$ cat src/tmc_pkg.sv
// package: register map, fields, types and timing constants of the timer core
package tmc_pkg;

	// ----------------------------------------
	// register byte addresses
	// ----------------------------------------
	localparam logic [5:0] ADDR_CTRL0 = 6'h00;
	localparam logic [5:0] ADDR_CTRL1 = 6'h04;
	localparam logic [5:0] ADDR_CNT_LO = 6'h08;
	localparam logic [5:0] ADDR_CNT_HI = 6'h0C;
	localparam logic [5:0] ADDR_CMPA_LO = 6'h10;
	localparam logic [5:0] ADDR_CMPA_HI = 6'h14;
	localparam logic [5:0] ADDR_CMPP_LO = 6'h18;
	localparam logic [5:0] ADDR_CMPP_HI = 6'h1C;
	localparam logic [5:0] ADDR_IRQ_STAT = 6'h20;
	localparam logic [5:0] ADDR_IRQ_EN = 6'h24;
	localparam logic [5:0] ADDR_IRQ_CLR = 6'h28;

	// ----------------------------------------
	// field positions
	// ----------------------------------------
	localparam int CTRL0_PAUSE = 7;
	localparam int CTRL0_CKSEL_LSB = 4;
	localparam int CTRL0_ON = 3;
	localparam int CTRL1_MODE_LSB = 6;
	localparam int CTRL1_OFUNC_LSB = 4;
	localparam int CTRL1_INIT = 3;
	localparam int CTRL1_PCLR = 0;
	localparam int IRQ_A = 0;
	localparam int IRQ_P = 1;
	localparam int IRQ_OVF = 2;

	localparam logic [7:0] CTRL0_MASK = 8'hF8;
	localparam logic [7:0] CTRL1_MASK = 8'hF9;
	localparam logic [7:0] BYTE_ZERO = 8'h00;
	localparam logic [15:0] CNT_ZERO = 16'h0000;
	localparam logic [15:0] CNT_ONE = 16'h0001;
	localparam logic [15:0] CNT_MAX = 16'hFFFF;
	localparam logic [2:0] IRQ_ZERO = 3'h0;

	// ----------------------------------------
	// clock select codes and dividers
	// ----------------------------------------
	localparam logic [2:0] CK_SYS_DIV4 = 3'h0;
	localparam logic [2:0] CK_SYS = 3'h1;
	localparam logic [2:0] CK_HIGH_DIV16 = 3'h2;
	localparam logic [2:0] CK_HIGH_DIV64 = 3'h3;
	localparam logic [2:0] CK_SUB_A = 3'h4;
	localparam logic [2:0] CK_SUB_B = 3'h5;
	localparam logic [2:0] CK_EXT_RISE = 3'h6;
	localparam logic [2:0] CK_EXT_FALL = 3'h7;
	localparam logic [5:0] DIV4_LAST = 6'h03;
	localparam logic [5:0] DIV16_LAST = 6'h0F;
	localparam logic [5:0] DIV64_LAST = 6'h3F;

	// axi responses
	localparam logic [1:0] RESP_OKAY = 2'h0;
	localparam logic [1:0] RESP_SLVERR = 2'h2;

	// ----------------------------------------
	// types
	// ----------------------------------------
	typedef enum logic [1:0] {
		MODE_CMP_OUT,
		MODE_UNDEF,
		MODE_PWM,
		MODE_TIMER
	} tmc_mode_t;

	typedef enum logic [1:0] {
		OF_NONE,
		OF_LOW,
		OF_HIGH,
		OF_TOGGLE
	} tmc_ofunc_t;

	typedef struct packed {
		logic pause;
		logic [2:0] clk_sel;
		logic on;
	} tmc_ctrl0_t;

	typedef struct packed {
		tmc_mode_t mode;
		tmc_ofunc_t ofunc;
		logic init_level;
		logic p_clears;
	} tmc_ctrl1_t;

endpackage

$ cat src/tmc_ext_edge.sv
// external input synchroniser and selected-edge detector
`timescale 1ns/10ps
`default_nettype none
module tmc_ext_edge
	import tmc_pkg::*;
(
	// clock and reset
	input wire logic aclk,
	input wire logic aresetn,
	// pin and edge choice
	input wire logic pin_in,
	input wire logic fall_sel,
	// pulses
	output logic rise_pulse,
	output logic fall_pulse,
	output logic sel_pulse
);
	logic [2:0] sync_reg;
	logic [2:0] sync_next;

	always_comb begin
		sync_next = {sync_reg[1:0], pin_in};
	end

	always_ff @(posedge aclk) begin
		if (!aresetn) begin
			sync_reg <= 3'h0;
		end else begin
			sync_reg <= sync_next;
		end
	end

	// stage 0 feeds only stage 1; edges compare stages 1 and 2
	assign rise_pulse = sync_reg[1] & ~sync_reg[2];
	assign fall_pulse = ~sync_reg[1] & sync_reg[2];
	assign sel_pulse = fall_sel ? fall_pulse : rise_pulse;
endmodule
`default_nettype wire

$ cat src/tmc_core.sv
// timer module common core with axi4-lite register slave
//
// Local design decisions: the placing of the registers and register access over AXI4-Lite.
`timescale 1ns/10ps
`default_nettype none
// What this block does
// - free-running counter compared with both comparators
// - match raises interrupt, may clear, drive output
// - separate interrupt sources for comparators A, P
// - three-bit select picks counter clock source
// - external pin counts rising or falling edge
// - external pin triggers single pulse output
// - compare output sets high, low, or toggles
// - pwm appears on the same output pin
// - edge-aligned pwm, duty or period adjustable
// - high byte direct, low byte via buffer
// - compare low write loads buffer only
// - compare high write also copies buffer low
// - high-byte read captures low byte into buffer
// - low-byte read returns buffer contents
// - counter is sixteen bits, counting upward
// - overflow or selected match (P if p_clears, else A) clears counter, raises interrupt
module tmc_core
	import tmc_pkg::*;
#(
	parameter int CNT_W = 16
)(
	// clock and reset
	input wire logic aclk,
	input wire logic aresetn,
	// axi4-lite write
	input wire logic [5:0] s_axi_awaddr,
	input wire logic s_axi_awvalid,
	output logic s_axi_awready,
	input wire logic [31:0] s_axi_wdata,
	input wire logic [3:0] s_axi_wstrb,
	input wire logic s_axi_wvalid,
	output logic s_axi_wready,
	output logic [1:0] s_axi_bresp,
	output logic s_axi_bvalid,
	input wire logic s_axi_bready,
	// axi4-lite read
	input wire logic [5:0] s_axi_araddr,
	input wire logic s_axi_arvalid,
	output logic s_axi_arready,
	output logic [31:0] s_axi_rdata,
	output logic [1:0] s_axi_rresp,
	output logic s_axi_rvalid,
	input wire logic s_axi_rready,
	// clock sources as enables
	input wire logic high_clk_en,
	input wire logic sub_clk_en,
	// pins
	input wire logic timer_ext_clock_in,
	output logic timer_wave_out,
	output logic timer_wave_oe,
	output logic pulse_trigger,
	// interrupt
	output logic irq
);
	// ----------------------------------------
	// state
	// ----------------------------------------
	tmc_ctrl0_t ctrl0_reg, ctrl0_next;
	tmc_ctrl1_t ctrl1_reg, ctrl1_next;
	logic [CNT_W-1:0] count_reg, count_next;
	logic [15:0] compare_a_value_reg, compare_a_value_next;
	logic [15:0] compare_p_value_reg, compare_p_value_next;
	logic [7:0] hold_reg, hold_next;
	logic [2:0] irq_stat_reg, irq_stat_next;
	logic [2:0] irq_en_reg, irq_en_next;
	logic wave_reg, wave_next;
	logic [5:0] div_sys_reg, div_sys_next;
	logic [5:0] div_high_reg, div_high_next;
	logic aw_got_reg, aw_got_next;
	logic w_got_reg, w_got_next;
	logic [5:0] aw_addr_reg, aw_addr_next;
	logic [31:0] w_data_reg, w_data_next;
	logic [3:0] w_strb_reg, w_strb_next;
	logic bvalid_reg, bvalid_next;
	logic [1:0] bresp_reg, bresp_next;
	logic rvalid_reg, rvalid_next;
	logic [31:0] rdata_reg, rdata_next;
	logic [1:0] rresp_reg, rresp_next;

	logic ext_rise, ext_fall, ext_sel;
	logic tick, on_rise, match_a, match_p, ovf;
	logic wr_fire, rd_fire, wr_lane0;
	logic [7:0] wbyte;

	// ----------------------------------------
	// external pin
	// ----------------------------------------
	tmc_ext_edge u_edge (
		.aclk(aclk),
		.aresetn(aresetn),
		.pin_in(timer_ext_clock_in),
		.fall_sel(ctrl0_reg.clk_sel == CK_EXT_FALL),
		.rise_pulse(ext_rise),
		.fall_pulse(ext_fall),
		.sel_pulse(ext_sel)
	);

	assign pulse_trigger = ext_sel;

	// ----------------------------------------
	// clock select
	// ----------------------------------------
	always_comb begin
		div_sys_next = (div_sys_reg == DIV4_LAST) ? 6'h00 : div_sys_reg + 6'h01;
		div_high_next = div_high_reg;
		if (high_clk_en) begin
			div_high_next = div_high_reg + 6'h01;
		end
		unique case (ctrl0_reg.clk_sel)
			CK_SYS_DIV4: tick = div_sys_reg == DIV4_LAST;
			CK_SYS: tick = 1'b1;
			CK_HIGH_DIV16: tick = high_clk_en && div_high_reg[3:0] == DIV16_LAST[3:0];
			CK_HIGH_DIV64: tick = high_clk_en && div_high_reg == DIV64_LAST;
			CK_SUB_A, CK_SUB_B: tick = sub_clk_en;
			default: tick = ext_sel;
		endcase
	end

	// ----------------------------------------
	// counter, comparators, output
	// ----------------------------------------
	assign wr_fire = aw_got_reg && w_got_reg && !bvalid_reg;
	assign rd_fire = s_axi_arvalid && s_axi_arready;
	assign wr_lane0 = w_strb_reg[0];
	assign wbyte = w_data_reg[7:0];
	assign on_rise = wr_fire && wr_lane0 && aw_addr_reg == ADDR_CTRL0
		&& wbyte[CTRL0_ON] && !ctrl0_reg.on;
	assign match_a = count_reg == compare_a_value_reg;
	assign match_p = count_reg[15:8] == compare_p_value_reg[15:8];
	assign ovf = count_reg == CNT_MAX;

	always_comb begin
		count_next = count_reg;
		wave_next = wave_reg;
		if (on_rise) begin
			count_next = CNT_ZERO;
			wave_next = ctrl1_reg.init_level;
		end else if (ctrl0_reg.on && !ctrl0_reg.pause && tick) begin
			if ((ctrl1_reg.p_clears && match_p) || (!ctrl1_reg.p_clears && match_a) || ovf) begin
				count_next = CNT_ZERO;
			end else begin
				count_next = count_reg + CNT_ONE;
			end
			if (ctrl1_reg.mode == MODE_CMP_OUT && match_a) begin
				unique case (ctrl1_reg.ofunc)
					OF_NONE: wave_next = wave_reg;
					OF_LOW: wave_next = 1'b0;
					OF_HIGH: wave_next = 1'b1;
					OF_TOGGLE: wave_next = ~wave_reg;
				endcase
			end
		end
		if (ctrl1_reg.mode == MODE_PWM) begin
			// edge-aligned: active from period start to duty match
			unique case (ctrl1_reg.ofunc)
				OF_NONE: wave_next = ~ctrl1_reg.init_level;
				OF_LOW: wave_next = ctrl1_reg.init_level;
				OF_HIGH: wave_next = ctrl1_reg.init_level ^ ~(ctrl1_reg.p_clears
					? count_reg < compare_a_value_reg
					: count_reg[15:8] < compare_p_value_reg[15:8]);
				OF_TOGGLE: wave_next = wave_reg;
			endcase
		end
	end

	assign timer_wave_out = wave_reg;
	assign timer_wave_oe = ctrl0_reg.on && ctrl1_reg.mode != MODE_TIMER;

	// ----------------------------------------
	// interrupts
	// ----------------------------------------
	always_comb begin
		irq_stat_next = irq_stat_reg;
		irq_en_next = irq_en_reg;
		if (wr_fire && wr_lane0 && aw_addr_reg == ADDR_IRQ_CLR) begin
			irq_stat_next = irq_stat_reg & ~wbyte[2:0];
		end
		if (wr_fire && wr_lane0 && aw_addr_reg == ADDR_IRQ_EN) begin
			irq_en_next = wbyte[2:0];
		end
		// set wins over clear
		if (ctrl0_reg.on && !ctrl0_reg.pause && tick) begin
			irq_stat_next[IRQ_A] = irq_stat_next[IRQ_A] | match_a;
			irq_stat_next[IRQ_P] = irq_stat_next[IRQ_P] | match_p;
			irq_stat_next[IRQ_OVF] = irq_stat_next[IRQ_OVF] | ovf;
		end
	end

	assign irq = |(irq_stat_reg & irq_en_reg);

	// ----------------------------------------
	// register writes and byte buffer
	// ----------------------------------------
	always_comb begin
		ctrl0_next = ctrl0_reg;
		ctrl1_next = ctrl1_reg;
		compare_a_value_next = compare_a_value_reg;
		compare_p_value_next = compare_p_value_reg;
		hold_next = hold_reg;
		if (wr_fire && wr_lane0) begin
			unique case (aw_addr_reg)
				ADDR_CTRL0: ctrl0_next = tmc_ctrl0_t'(wbyte[7:3]);
				ADDR_CTRL1: ctrl1_next = tmc_ctrl1_t'({wbyte[7:3], wbyte[CTRL1_PCLR]});
				ADDR_CMPA_LO, ADDR_CMPP_LO: hold_next = wbyte;
				ADDR_CMPA_HI: compare_a_value_next = {wbyte, hold_reg};
				ADDR_CMPP_HI: compare_p_value_next = {wbyte, hold_reg};
				default: hold_next = hold_reg;
			endcase
		end
		if (rd_fire) begin
			unique case (s_axi_araddr)
				ADDR_CNT_HI: hold_next = count_reg[7:0];
				ADDR_CMPA_HI: hold_next = compare_a_value_reg[7:0];
				ADDR_CMPP_HI: hold_next = compare_p_value_reg[7:0];
				default: hold_next = hold_next;
			endcase
		end
	end

	// ----------------------------------------
	// axi4-lite handshakes
	// ----------------------------------------
	assign s_axi_awready = !aw_got_reg;
	assign s_axi_wready = !w_got_reg;
	assign s_axi_arready = !rvalid_reg;
	assign s_axi_bvalid = bvalid_reg;
	assign s_axi_bresp = bresp_reg;
	assign s_axi_rvalid = rvalid_reg;
	assign s_axi_rdata = rdata_reg;
	assign s_axi_rresp = rresp_reg;

	function automatic logic mapped(input logic [5:0] a);
		mapped = a <= ADDR_IRQ_CLR && a[1:0] == 2'h0;
	endfunction

	always_comb begin
		aw_got_next = aw_got_reg;
		w_got_next = w_got_reg;
		aw_addr_next = aw_addr_reg;
		w_data_next = w_data_reg;
		w_strb_next = w_strb_reg;
		bvalid_next = bvalid_reg;
		bresp_next = bresp_reg;
		if (s_axi_awvalid && !aw_got_reg) begin
			aw_got_next = 1'b1;
			aw_addr_next = s_axi_awaddr;
		end
		if (s_axi_wvalid && !w_got_reg) begin
			w_got_next = 1'b1;
			w_data_next = s_axi_wdata;
			w_strb_next = s_axi_wstrb;
		end
		if (wr_fire) begin
			bvalid_next = 1'b1;
			bresp_next = mapped(aw_addr_reg) ? RESP_OKAY : RESP_SLVERR;
		end
		if (bvalid_reg && s_axi_bready) begin
			bvalid_next = 1'b0;
			aw_got_next = 1'b0;
			w_got_next = 1'b0;
		end
	end

	always_comb begin
		rvalid_next = rvalid_reg;
		rdata_next = rdata_reg;
		rresp_next = rresp_reg;
		if (rd_fire) begin
			rvalid_next = 1'b1;
			rresp_next = mapped(s_axi_araddr) ? RESP_OKAY : RESP_SLVERR;
			unique case (s_axi_araddr)
				ADDR_CTRL0: rdata_next = {24'h0, ctrl0_reg, 3'h0};
				ADDR_CTRL1: rdata_next = {24'h0, ctrl1_reg[5:1], 2'h0, ctrl1_reg[0]};
				ADDR_CNT_HI: rdata_next = {24'h0, count_reg[15:8]};
				ADDR_CMPA_HI: rdata_next = {24'h0, compare_a_value_reg[15:8]};
				ADDR_CMPP_HI: rdata_next = {24'h0, compare_p_value_reg[15:8]};
				ADDR_CNT_LO, ADDR_CMPA_LO, ADDR_CMPP_LO: rdata_next = {24'h0, hold_reg};
				ADDR_IRQ_STAT: rdata_next = {29'h0, irq_stat_reg};
				ADDR_IRQ_EN: rdata_next = {29'h0, irq_en_reg};
				default: rdata_next = 32'h0;
			endcase
		end else if (s_axi_rready) begin
			rvalid_next = 1'b0;
		end
	end

	// ----------------------------------------
	// registers
	// ----------------------------------------
	always_ff @(posedge aclk) begin
		if (!aresetn) begin
			ctrl0_reg <= '0;
			ctrl1_reg <= '0;
			count_reg <= CNT_ZERO;
			compare_a_value_reg <= CNT_ZERO;
			compare_p_value_reg <= CNT_ZERO;
			hold_reg <= BYTE_ZERO;
			irq_stat_reg <= IRQ_ZERO;
			irq_en_reg <= IRQ_ZERO;
			wave_reg <= 1'b0;
			div_sys_reg <= 6'h00;
			div_high_reg <= 6'h00;
			aw_got_reg <= 1'b0;
			w_got_reg <= 1'b0;
			aw_addr_reg <= 6'h00;
			w_data_reg <= 32'h0;
			w_strb_reg <= 4'h0;
			bvalid_reg <= 1'b0;
			bresp_reg <= RESP_OKAY;
			rvalid_reg <= 1'b0;
			rdata_reg <= 32'h0;
			rresp_reg <= RESP_OKAY;
		end else begin
			ctrl0_reg <= ctrl0_next;
			ctrl1_reg <= ctrl1_next;
			count_reg <= count_next;
			compare_a_value_reg <= compare_a_value_next;
			compare_p_value_reg <= compare_p_value_next;
			hold_reg <= hold_next;
			irq_stat_reg <= irq_stat_next;
			irq_en_reg <= irq_en_next;
			wave_reg <= wave_next;
			div_sys_reg <= div_sys_next;
			div_high_reg <= div_high_next;
			aw_got_reg <= aw_got_next;
			w_got_reg <= w_got_next;
			aw_addr_reg <= aw_addr_next;
			w_data_reg <= w_data_next;
			w_strb_reg <= w_strb_next;
			bvalid_reg <= bvalid_next;
			bresp_reg <= bresp_next;
			rvalid_reg <= rvalid_next;
			rdata_reg <= rdata_next;
			rresp_reg <= rresp_next;
		end
	end

	// ----------------------------------------
	// assertions
	// ----------------------------------------
	logic running;
	assign running = ctrl0_reg.on && !ctrl0_reg.pause && !on_rise;

	property p_count_up;
		@(posedge aclk) disable iff (!aresetn)
		running && tick && !ovf && !match_a && !match_p |=> count_reg == $past(count_reg) + CNT_ONE;
	endproperty
	a_count_up: assert property (p_count_up) else $error("counter did not step");

	property p_ovf_clear;
		@(posedge aclk) disable iff (!aresetn)
		running && tick && ovf |=> count_reg == CNT_ZERO && irq_stat_reg[IRQ_OVF];
	endproperty
	a_ovf_clear: assert property (p_ovf_clear) else $error("overflow did not clear");

	property p_match_a_irq;
		@(posedge aclk) disable iff (!aresetn)
		running && tick && match_a |=> irq_stat_reg[IRQ_A];
	endproperty
	a_match_a_irq: assert property (p_match_a_irq) else $error("match a flag missing");

	property p_match_p_irq;
		@(posedge aclk) disable iff (!aresetn)
		running && tick && match_p |=> irq_stat_reg[IRQ_P];
	endproperty
	a_match_p_irq: assert property (p_match_p_irq) else $error("match p flag missing");

	property p_irq_sticky;
		@(posedge aclk) disable iff (!aresetn)
		irq_stat_reg[IRQ_A] && !(wr_fire && wr_lane0 && aw_addr_reg == ADDR_IRQ_CLR && wbyte[IRQ_A])
			|=> irq_stat_reg[IRQ_A];
	endproperty
	a_irq_sticky: assert property (p_irq_sticky) else $error("match a flag lost");

	property p_low_write_buffer;
		@(posedge aclk) disable iff (!aresetn)
		wr_fire && wr_lane0 && aw_addr_reg == ADDR_CMPA_LO
			|=> compare_a_value_reg == $past(compare_a_value_reg) && hold_reg == $past(wbyte);
	endproperty
	a_low_write_buffer: assert property (p_low_write_buffer) else $error("low write hit compare");

	property p_high_write_copy;
		@(posedge aclk) disable iff (!aresetn)
		wr_fire && wr_lane0 && aw_addr_reg == ADDR_CMPA_HI
			|=> compare_a_value_reg == {$past(wbyte), $past(hold_reg)};
	endproperty
	a_high_write_copy: assert property (p_high_write_copy) else $error("high write copy wrong");

	property p_high_read_capture;
		@(posedge aclk) disable iff (!aresetn)
		rd_fire && s_axi_araddr == ADDR_CMPA_HI && !wr_fire |=> hold_reg == $past(compare_a_value_reg[7:0]);
	endproperty
	a_high_read_capture: assert property (p_high_read_capture) else $error("capture wrong");

	property p_low_read_buffer;
		@(posedge aclk) disable iff (!aresetn)
		rd_fire && s_axi_araddr == ADDR_CNT_LO |=> s_axi_rvalid && s_axi_rdata[7:0] == $past(hold_reg);
	endproperty
	a_low_read_buffer: assert property (p_low_read_buffer) else $error("low read not buffer");

	property p_cmp_high;
		@(posedge aclk) disable iff (!aresetn)
		running && tick && match_a && ctrl1_reg.mode == MODE_CMP_OUT && ctrl1_reg.ofunc == OF_HIGH
			|=> timer_wave_out;
	endproperty
	a_cmp_high: assert property (p_cmp_high) else $error("output not set high");

	c_match_a: cover property (@(posedge aclk) disable iff (!aresetn) running && tick && match_a);
	c_ovf: cover property (@(posedge aclk) disable iff (!aresetn) running && tick && ovf);
	c_ext: cover property (@(posedge aclk) disable iff (!aresetn) running && ext_rise && ext_sel);
	c_irq: cover property (@(posedge aclk) disable iff (!aresetn) irq && ext_fall == 1'b0);
endmodule
`default_nettype wire

$ cat config.mk
export PLATFORM = sky130hd
export DESIGN_NAME = tmc_core
export DESIGN_NICKNAME = d
export VERILOG_FILES = /design/src/tmc_pkg.sv /design/src/tmc_ext_edge.sv /design/src/tmc_core.sv
export SDC_FILE = /design/constraint.sdc
export NUM_CORES = 1
export LEC_CHECK = 0
export BUFFER_PORTS_ARGS = -buffer_cell sky130_fd_sc_hd__buf_2
export CAP_MARGIN = 20
export CORE_MARGIN = 2
export CORE_UTILIZATION = 33
export DETAILED_ROUTE_END_ITERATION = 8
export SLEW_MARGIN = 20
export SYNTH_ARGS = -nofsm -noshare
export SYNTH_HDL_FRONTEND = slang
export SYNTH_SLANG_ARGS = --single-unit
$ cat constraint.sdc
create_clock -name aclk -period 6.2 [get_ports aclk]
set_input_delay 0.62 -clock aclk [delete_from_list [all_inputs] [get_ports aclk]]
set_output_delay 0.62 -clock aclk [all_outputs]
set_load 0.01 [all_outputs]
== Word-level counts from Yosys, hierarchy flattened ==
Index checks and enable logic that the tools add are counted.

* Bits in latches: 0
* Register bits: 144
* RAM bits: 0
* Logic and storage cells: 158
* Bits of input ports: 58
* Memories: 0
* ROM bits: 0

* Order comparisons: 4
* Divide/modulo/power cells: 0
* Multiplexer cells: 21
* Add/subtract/negate cells: 3
* Shift operators: 0
* Multiply operators: 0
* Reduce and logical (&&, ||, !) cells: 53
* Bitwise logic cells: 15
* Equal/unequal tests: 35

{| class="wikitable"
|+ Operators by type and width
! kind !! number
|-
| $pmux 8 s8 || 1
|-
| $eq 6x5->1 const B || 8
|-
| $eq 6x6->1 const B || 5
|-
| $mux 8 || 3
|-
| $pmux 8 s3 || 1
|-
| $logic_and 1x1->1 || 22
|-
| $add 16x1->16 const B || 1
|-
| $eq 16x16->1 || 1
|-
| $eq 16x16->1 const B || 1
|-
| $lt 16x16->1 || 1
|-
| $mux 16 || 1
|-
| $add 6x1->6 const B || 2
|-
| $eq 6x3->1 const B || 2
|-
| $eq 6x4->1 const B || 2
|-
| $le 6x6->1 const B || 2
|-
| $logic_not 6->1 || 2
|-
| $reduce_or 2->1 || 5
|-
| $eq 3x3->1 const B || 3
|-
| $eq 8x8->1 || 1
|-
| $logic_not 2->1 || 4
|-
| $lt 8x8->1 || 1
|-
| $mux 1 || 8
|-
| $reduce_and 2->1 || 4
|-
| $logic_not 1->1 || 7
|-
| other kinds (24) || 43
|}

== Depth between registers and ports, before layout ==
* Depth in word-level cells: 8
* Mapped depth: 9
* Depth with buffers taken out: 8

== Modules after synthesis ==
A second synthesis with hierarchy kept.

* Cell total of the unflattened synthesis: 700
* Area, all modules: 6224.7 um^2

{| class="wikitable"
|+ By module, submodules not included
! module !! instances !! area each (um^2) !! sequential area each (um^2) !! cells each
|-
| tmc_core || 1 || 6107.1 || 2302.2 || 691
|-
| tmc_ext_edge || 1 || 117.6 || 60.1 || 9
|}

== Least setup slack after synthesis ==
OpenSTA, ideal clock, no wires.

* Kind: reg-to-reg
* Start point: register count_reg[14]
* End point: register count_reg[11]
* Stages on the path, launching flop included: 8
* Library setup time: 117 ps
* Period minus slack after synthesis: 2269 ps
* Path slack: 3931 ps
* Data arrival time: 2151 ps
* Cells stage by stage: dfxtp_1 ha_1 and4_1 nand4_1 o31ai_1 or2_2 o21ai_0 a32o_1

* Cells in the longest elaborated chain, start to end: 5

{| class="wikitable"
|+ RTL lines
! what !! line !! RTL
|-
| start: declaration || tmc_core.sv:66 || <nowiki>logic [CNT_W-1:0] count_reg, count_next;</nowiki>
|-
| start signal: assignment || tmc_core.sv:322 || <nowiki>count_reg <= count_next;</nowiki>
|-
| $eq 16x16->1 or $eq 8x8->1 (tied branches) || tmc_core.sv:134, tmc_core.sv:135 ||
|-
| $logic_and 1x1->1 || tmc_core.sv:145 || <nowiki>if ((ctrl1_reg.p_clears && match_p) || (!ctrl1_reg.p_clears && match_a) || ovf) begin</nowiki>
|-
| $logic_or 1x1->1 || tmc_core.sv:145 ||
|-
| $logic_or 1x1->1 * || tmc_core.sv:145 ||
|-
| $mux 16 * || tmc_core.sv:145 ||
|}

Mark *: on every way between the ends. The rest lies on a longest branch, timed or not.
A chain may end at the register's enable or synchronous reset.

== Worst setup path in the final report ==
* Start point: register count_reg[5]
* End point: register count_reg[4]

* Cells in the longest elaborated chain, start to end: 5

{| class="wikitable"
|+ RTL lines
! what !! line !! RTL
|-
| $eq 16x16->1 || tmc_core.sv:134 || <nowiki>assign match_a = count_reg == compare_a_value_reg;</nowiki>
|-
| $logic_and 1x1->1 || tmc_core.sv:145 ||
|-
| $logic_or 1x1->1 || tmc_core.sv:145 ||
|-
| $logic_or 1x1->1 * || tmc_core.sv:145 ||
|-
| $mux 16 * || tmc_core.sv:145 ||
|}

Marked as above.

==> flow_summary.json <==
{
  "grt-ovfl-total": 0,
  "p_switching_uw": 421,
  "antenna_found_initial": 0,
  "yosys.area.top_type_share": 0.362,
  "p_clk_frac": 0.513,
  "die_height_um": 145,
  "grt_use_met1": 0.227,
  "r2r_cells": 7,
  "reg2reg_to": "count_reg[4]",
  "postCtsSetupBuffers": 0,
  "top_usage_layer": "met2",
  "setup_viol": 0,
  "use_met3": 0.0415,
  "hold_path_depth": 2,
  "fin_worst_skew_ps": 12.0,
  "core_um2": 19500,
  "ctsHoldBuffers": 0,
  "synth_ff_type": "dfxtp_1",
  "status": "complete, no violations",
  "hp-start": "timer_ext_clock_in",
  "rsz0062_at_grt": "no",
  "cts_made_buffers": 17,
  "die_x_um": 145,
  "share_seq_of_total_power": 0.435,
  "path_clk_slew_ps": 50,
  "slew_headroom": 0.342,
  "cp_max_fo": 9,
  "synth-edff-count": 0,
  "grt_max_degree": 62,
  "start_util": 0.336,
  "endpoint_kind": "flop",
  "use_met2": 0.256,
  "drt_iter0_drc": 348,
  "routedWlPerCell_um": 15.7,
  "grt_pass1_vias": 4989,
  "cts_sinks": 118,
  "dieArea_um2": 20900,
  "r2r_start": "count_reg[5]",
  "cp.required_ps": 6500,
  "hold_path_class": "in2reg",
  "min_delay_worst_endpoint": "u_edge.sync_reg[0]",
  "wl_um": 16600,
  "startpoint_type": "flop",
  "final-max-slew-violation-count": 0,
  "finalHoldViolations": 0,
  "cts_resized": 0,
  "drtPass1Iterations": 5,
  "drv_cap": 0,
  "finalCritPeriodShare": 0.456,
  "clock_tree.buffer_depth": 2,
  "diodes": 0,
  "viasPerCell": 5.06,
  "remaining_drc_errors": 0,
  "ys_types": 58,
  "routed-via-count": 5366,
  "nets": 874,
  "register_area_um2": 2360,
  "htree_num_levels": 4,
  "tightest_slew_ps": 979,
  "fin_setup_tns_ps": 0,
  "num_rows": 51,
  "hpwl_um": 11800,
  "p_leak_uw": 0.00304,
  "peakVddDrop_mv": 0.181,
  "cts_tree": "yes",
  "r2r_slack_ps": 3370,
  "crit_arrival_ps": 3130,
  "yosysTopAreaCell": "dfxtp_1",
  "netSwitchingFraction": 0.232,
  "min_period_ps": 2830,
  "pwr_density_cell_nw_per_um2": 243,
  "netlist_area_um2": 6530,
  "root_buffer": "clkbuf_16",
  "drtAntennaViolNets": 0,
  "clock.fmax_ghz": 0.354,
  "p_comb_frac": 0.052,
  "yosys_register_bits": 118,
  "syn_avg_cell_area_um2": 8.74,
  "netlist_instances": 747,
  "area_growth_pct": 14.5,
  "drive_above_1_share": 0.133,
  "grt_usage": 0.165,
  "fillers": 2048,
  "ys_async_sr_fraction": 0,
  "synth_area_leaders": "dfxtp_1, mux2i_1, ha_1, nor2b_1, nand2_1",
  "num_io_pins": 103,
  "io_buffers": 49,
  "intPower_uw": 1400,
  "criticalPathCategory": "reg2reg",
  "globalplace.congestion": 0.841,
  "seq_area_frac_synth": 0.362,
  "multi_input_area_um2": 3800,
  "total_power_uw": 1820,
  "grt_pass1_wl_um": 26700,
  "clk-insertion-delay-late_ps": 420,
  "ys_warn_count": 0
}
## worst max-delay path by stage
| stage | endpoint | cells after the start | slack [ps] | startpoint |
|---|---|---|---|---|
| floorplan | count_reg[11] | 7 | 3930 | count_reg[14] |
| global placement | count_reg[4] | 7 | 3390 | count_reg[5] |
| detailed placement | count_reg[4] | 7 | 3390 | count_reg[14] |
| CTS | count_reg[5] | 7 | 3370 | count_reg[14] |
| global route | count_reg[0] | 8 | 3090 | count_reg[14] |
| finish | count_reg[4] | 7 | 3370 | count_reg[5] |
## logic make-up (layout without fill, tap and decap cells)
kind of cell | Yosys count | in the layout | share of synthesized area
other | 1 | 26 | 0.000574
flip-flops | 118 | 118 | 0.362
buffers and inverters | 99 | 123 | 0.0718
multiplexers | 65 | 65 | 0.113
AO/OA/AOI/OAI | 151 | 151 | 0.163
adder cells (fa/ha/maj) | 31 | 31 | 0.0594
XOR/XNOR | 8 | 8 | 0.0107
AND/OR/NAND/NOR | 274 | 274 | 0.220
## metal layers
layer | up-vias | routed length, um
met3 | 10 | 762
met2 | 131 | 7610
met5 | - | 0
li1 | 2691 | -
met1 | 2534 | 8060
met4 | 0 | 177
## synth_stat cells, types with 2 or more instances
library cell,count
nand4_1,10
a21o_1,6
nor2_1,37
dfxtp_1,118
o22ai_1,5
nand2b_1,2
xor2_1,3
mux2_2,9
o211ai_1,2
and3b_1,2
a31oi_1,3
nor3_1,12
or3_1,8
o21ai_0,27
a22oi_1,17
a21oi_1,19
o21ai_1,2
inv_1,39
and4_1,4
buf_4,26
mux2i_1,50
mux4_2,6
o21a_1,11
a211oi_1,3
nor2b_1,48
xnor2_1,5
clkbuf_1,32
buf_1,2
nand4b_1,3
nor4_1,6
nand3_1,32
and2_1,11
nand3b_1,5
and3_1,8
ha_1,31
a32o_1,8
nor3b_1,8
or4_1,3
nand2_1,72
a21boi_0,33
o211a_1,2
## power by group through the flow
stage	combinational (uW)	sequential (uW)	clock [uW]
final	95.4	790	931
after global routing	107	793	983
after CTS	95.9	790	953
after detailed placement	95.4	806	0
after global placement	95.1	807	0
after floorplan	79.8	800	0
## per-stage QoR
step	instances	hold WS (ps)	cell area (um^2)	setup WS [ps]	util
finish	1061	408	7480	3370	0.384
CTS	1061	389	7480	3370	0.384
detailed placement	1031	422	6920	3390	0.356
global placement	1031	420	6920	3390	0.356
global route	1061	404	7480	3090	0.384
floorplan	772	412	6630	3930	-
## critical path: stages (launching register included)
cell	delay, ps
dfxtp_1	390
ha_1	340
and4_1	220
nand4_1	190
o31ai_1	830
or2_2	330
o21ai_0	120
a32o_1	290
## cell usage in the layout (no fill, tap or decap), drive strengths merged, types with 4 or more instances in the layout
| cell type | count |
|---|---|
| a21boi | 34 |
| a21o | 6 |
| a21oi | 19 |
| a22oi | 17 |
| a31oi | 4 |
| a32o | 8 |
| and2 | 11 |
| and3 | 8 |
| and4 | 4 |
| buf | 54 |
| clkbuf | 22 |
| clkinv | 6 |
| conb | 26 |
| dfxtp | 118 |
| ha | 31 |
| inv | 39 |
| mux2 | 9 |
| mux2i | 50 |
| mux4 | 6 |
| nand2 | 72 |
| nand3 | 32 |
| nand3b | 5 |
| nand4 | 10 |
| nor2 | 37 |
| nor2b | 48 |
| nor3 | 12 |
| nor3b | 8 |
| nor4 | 7 |
| o21a | 11 |
| o21ai | 29 |
| o22ai | 5 |
| or3 | 8 |
| xnor2 | 5 |
## layout make-up
| class | instances | share of cell area |
|---|---|---|
| multi-input cells | 555 | 0.508 |
| clock inverters | 8 | 0.0100 |
| repair buffers | 54 | 0.0378 |
| inverters | 39 | 0.0196 |
| well taps | 265 | 0.0443 |
| clock buffers | 22 | 0.0647 |
| flip-flops and latches | 118 | 0.316 |
Power figures use the tool's default switching activity.
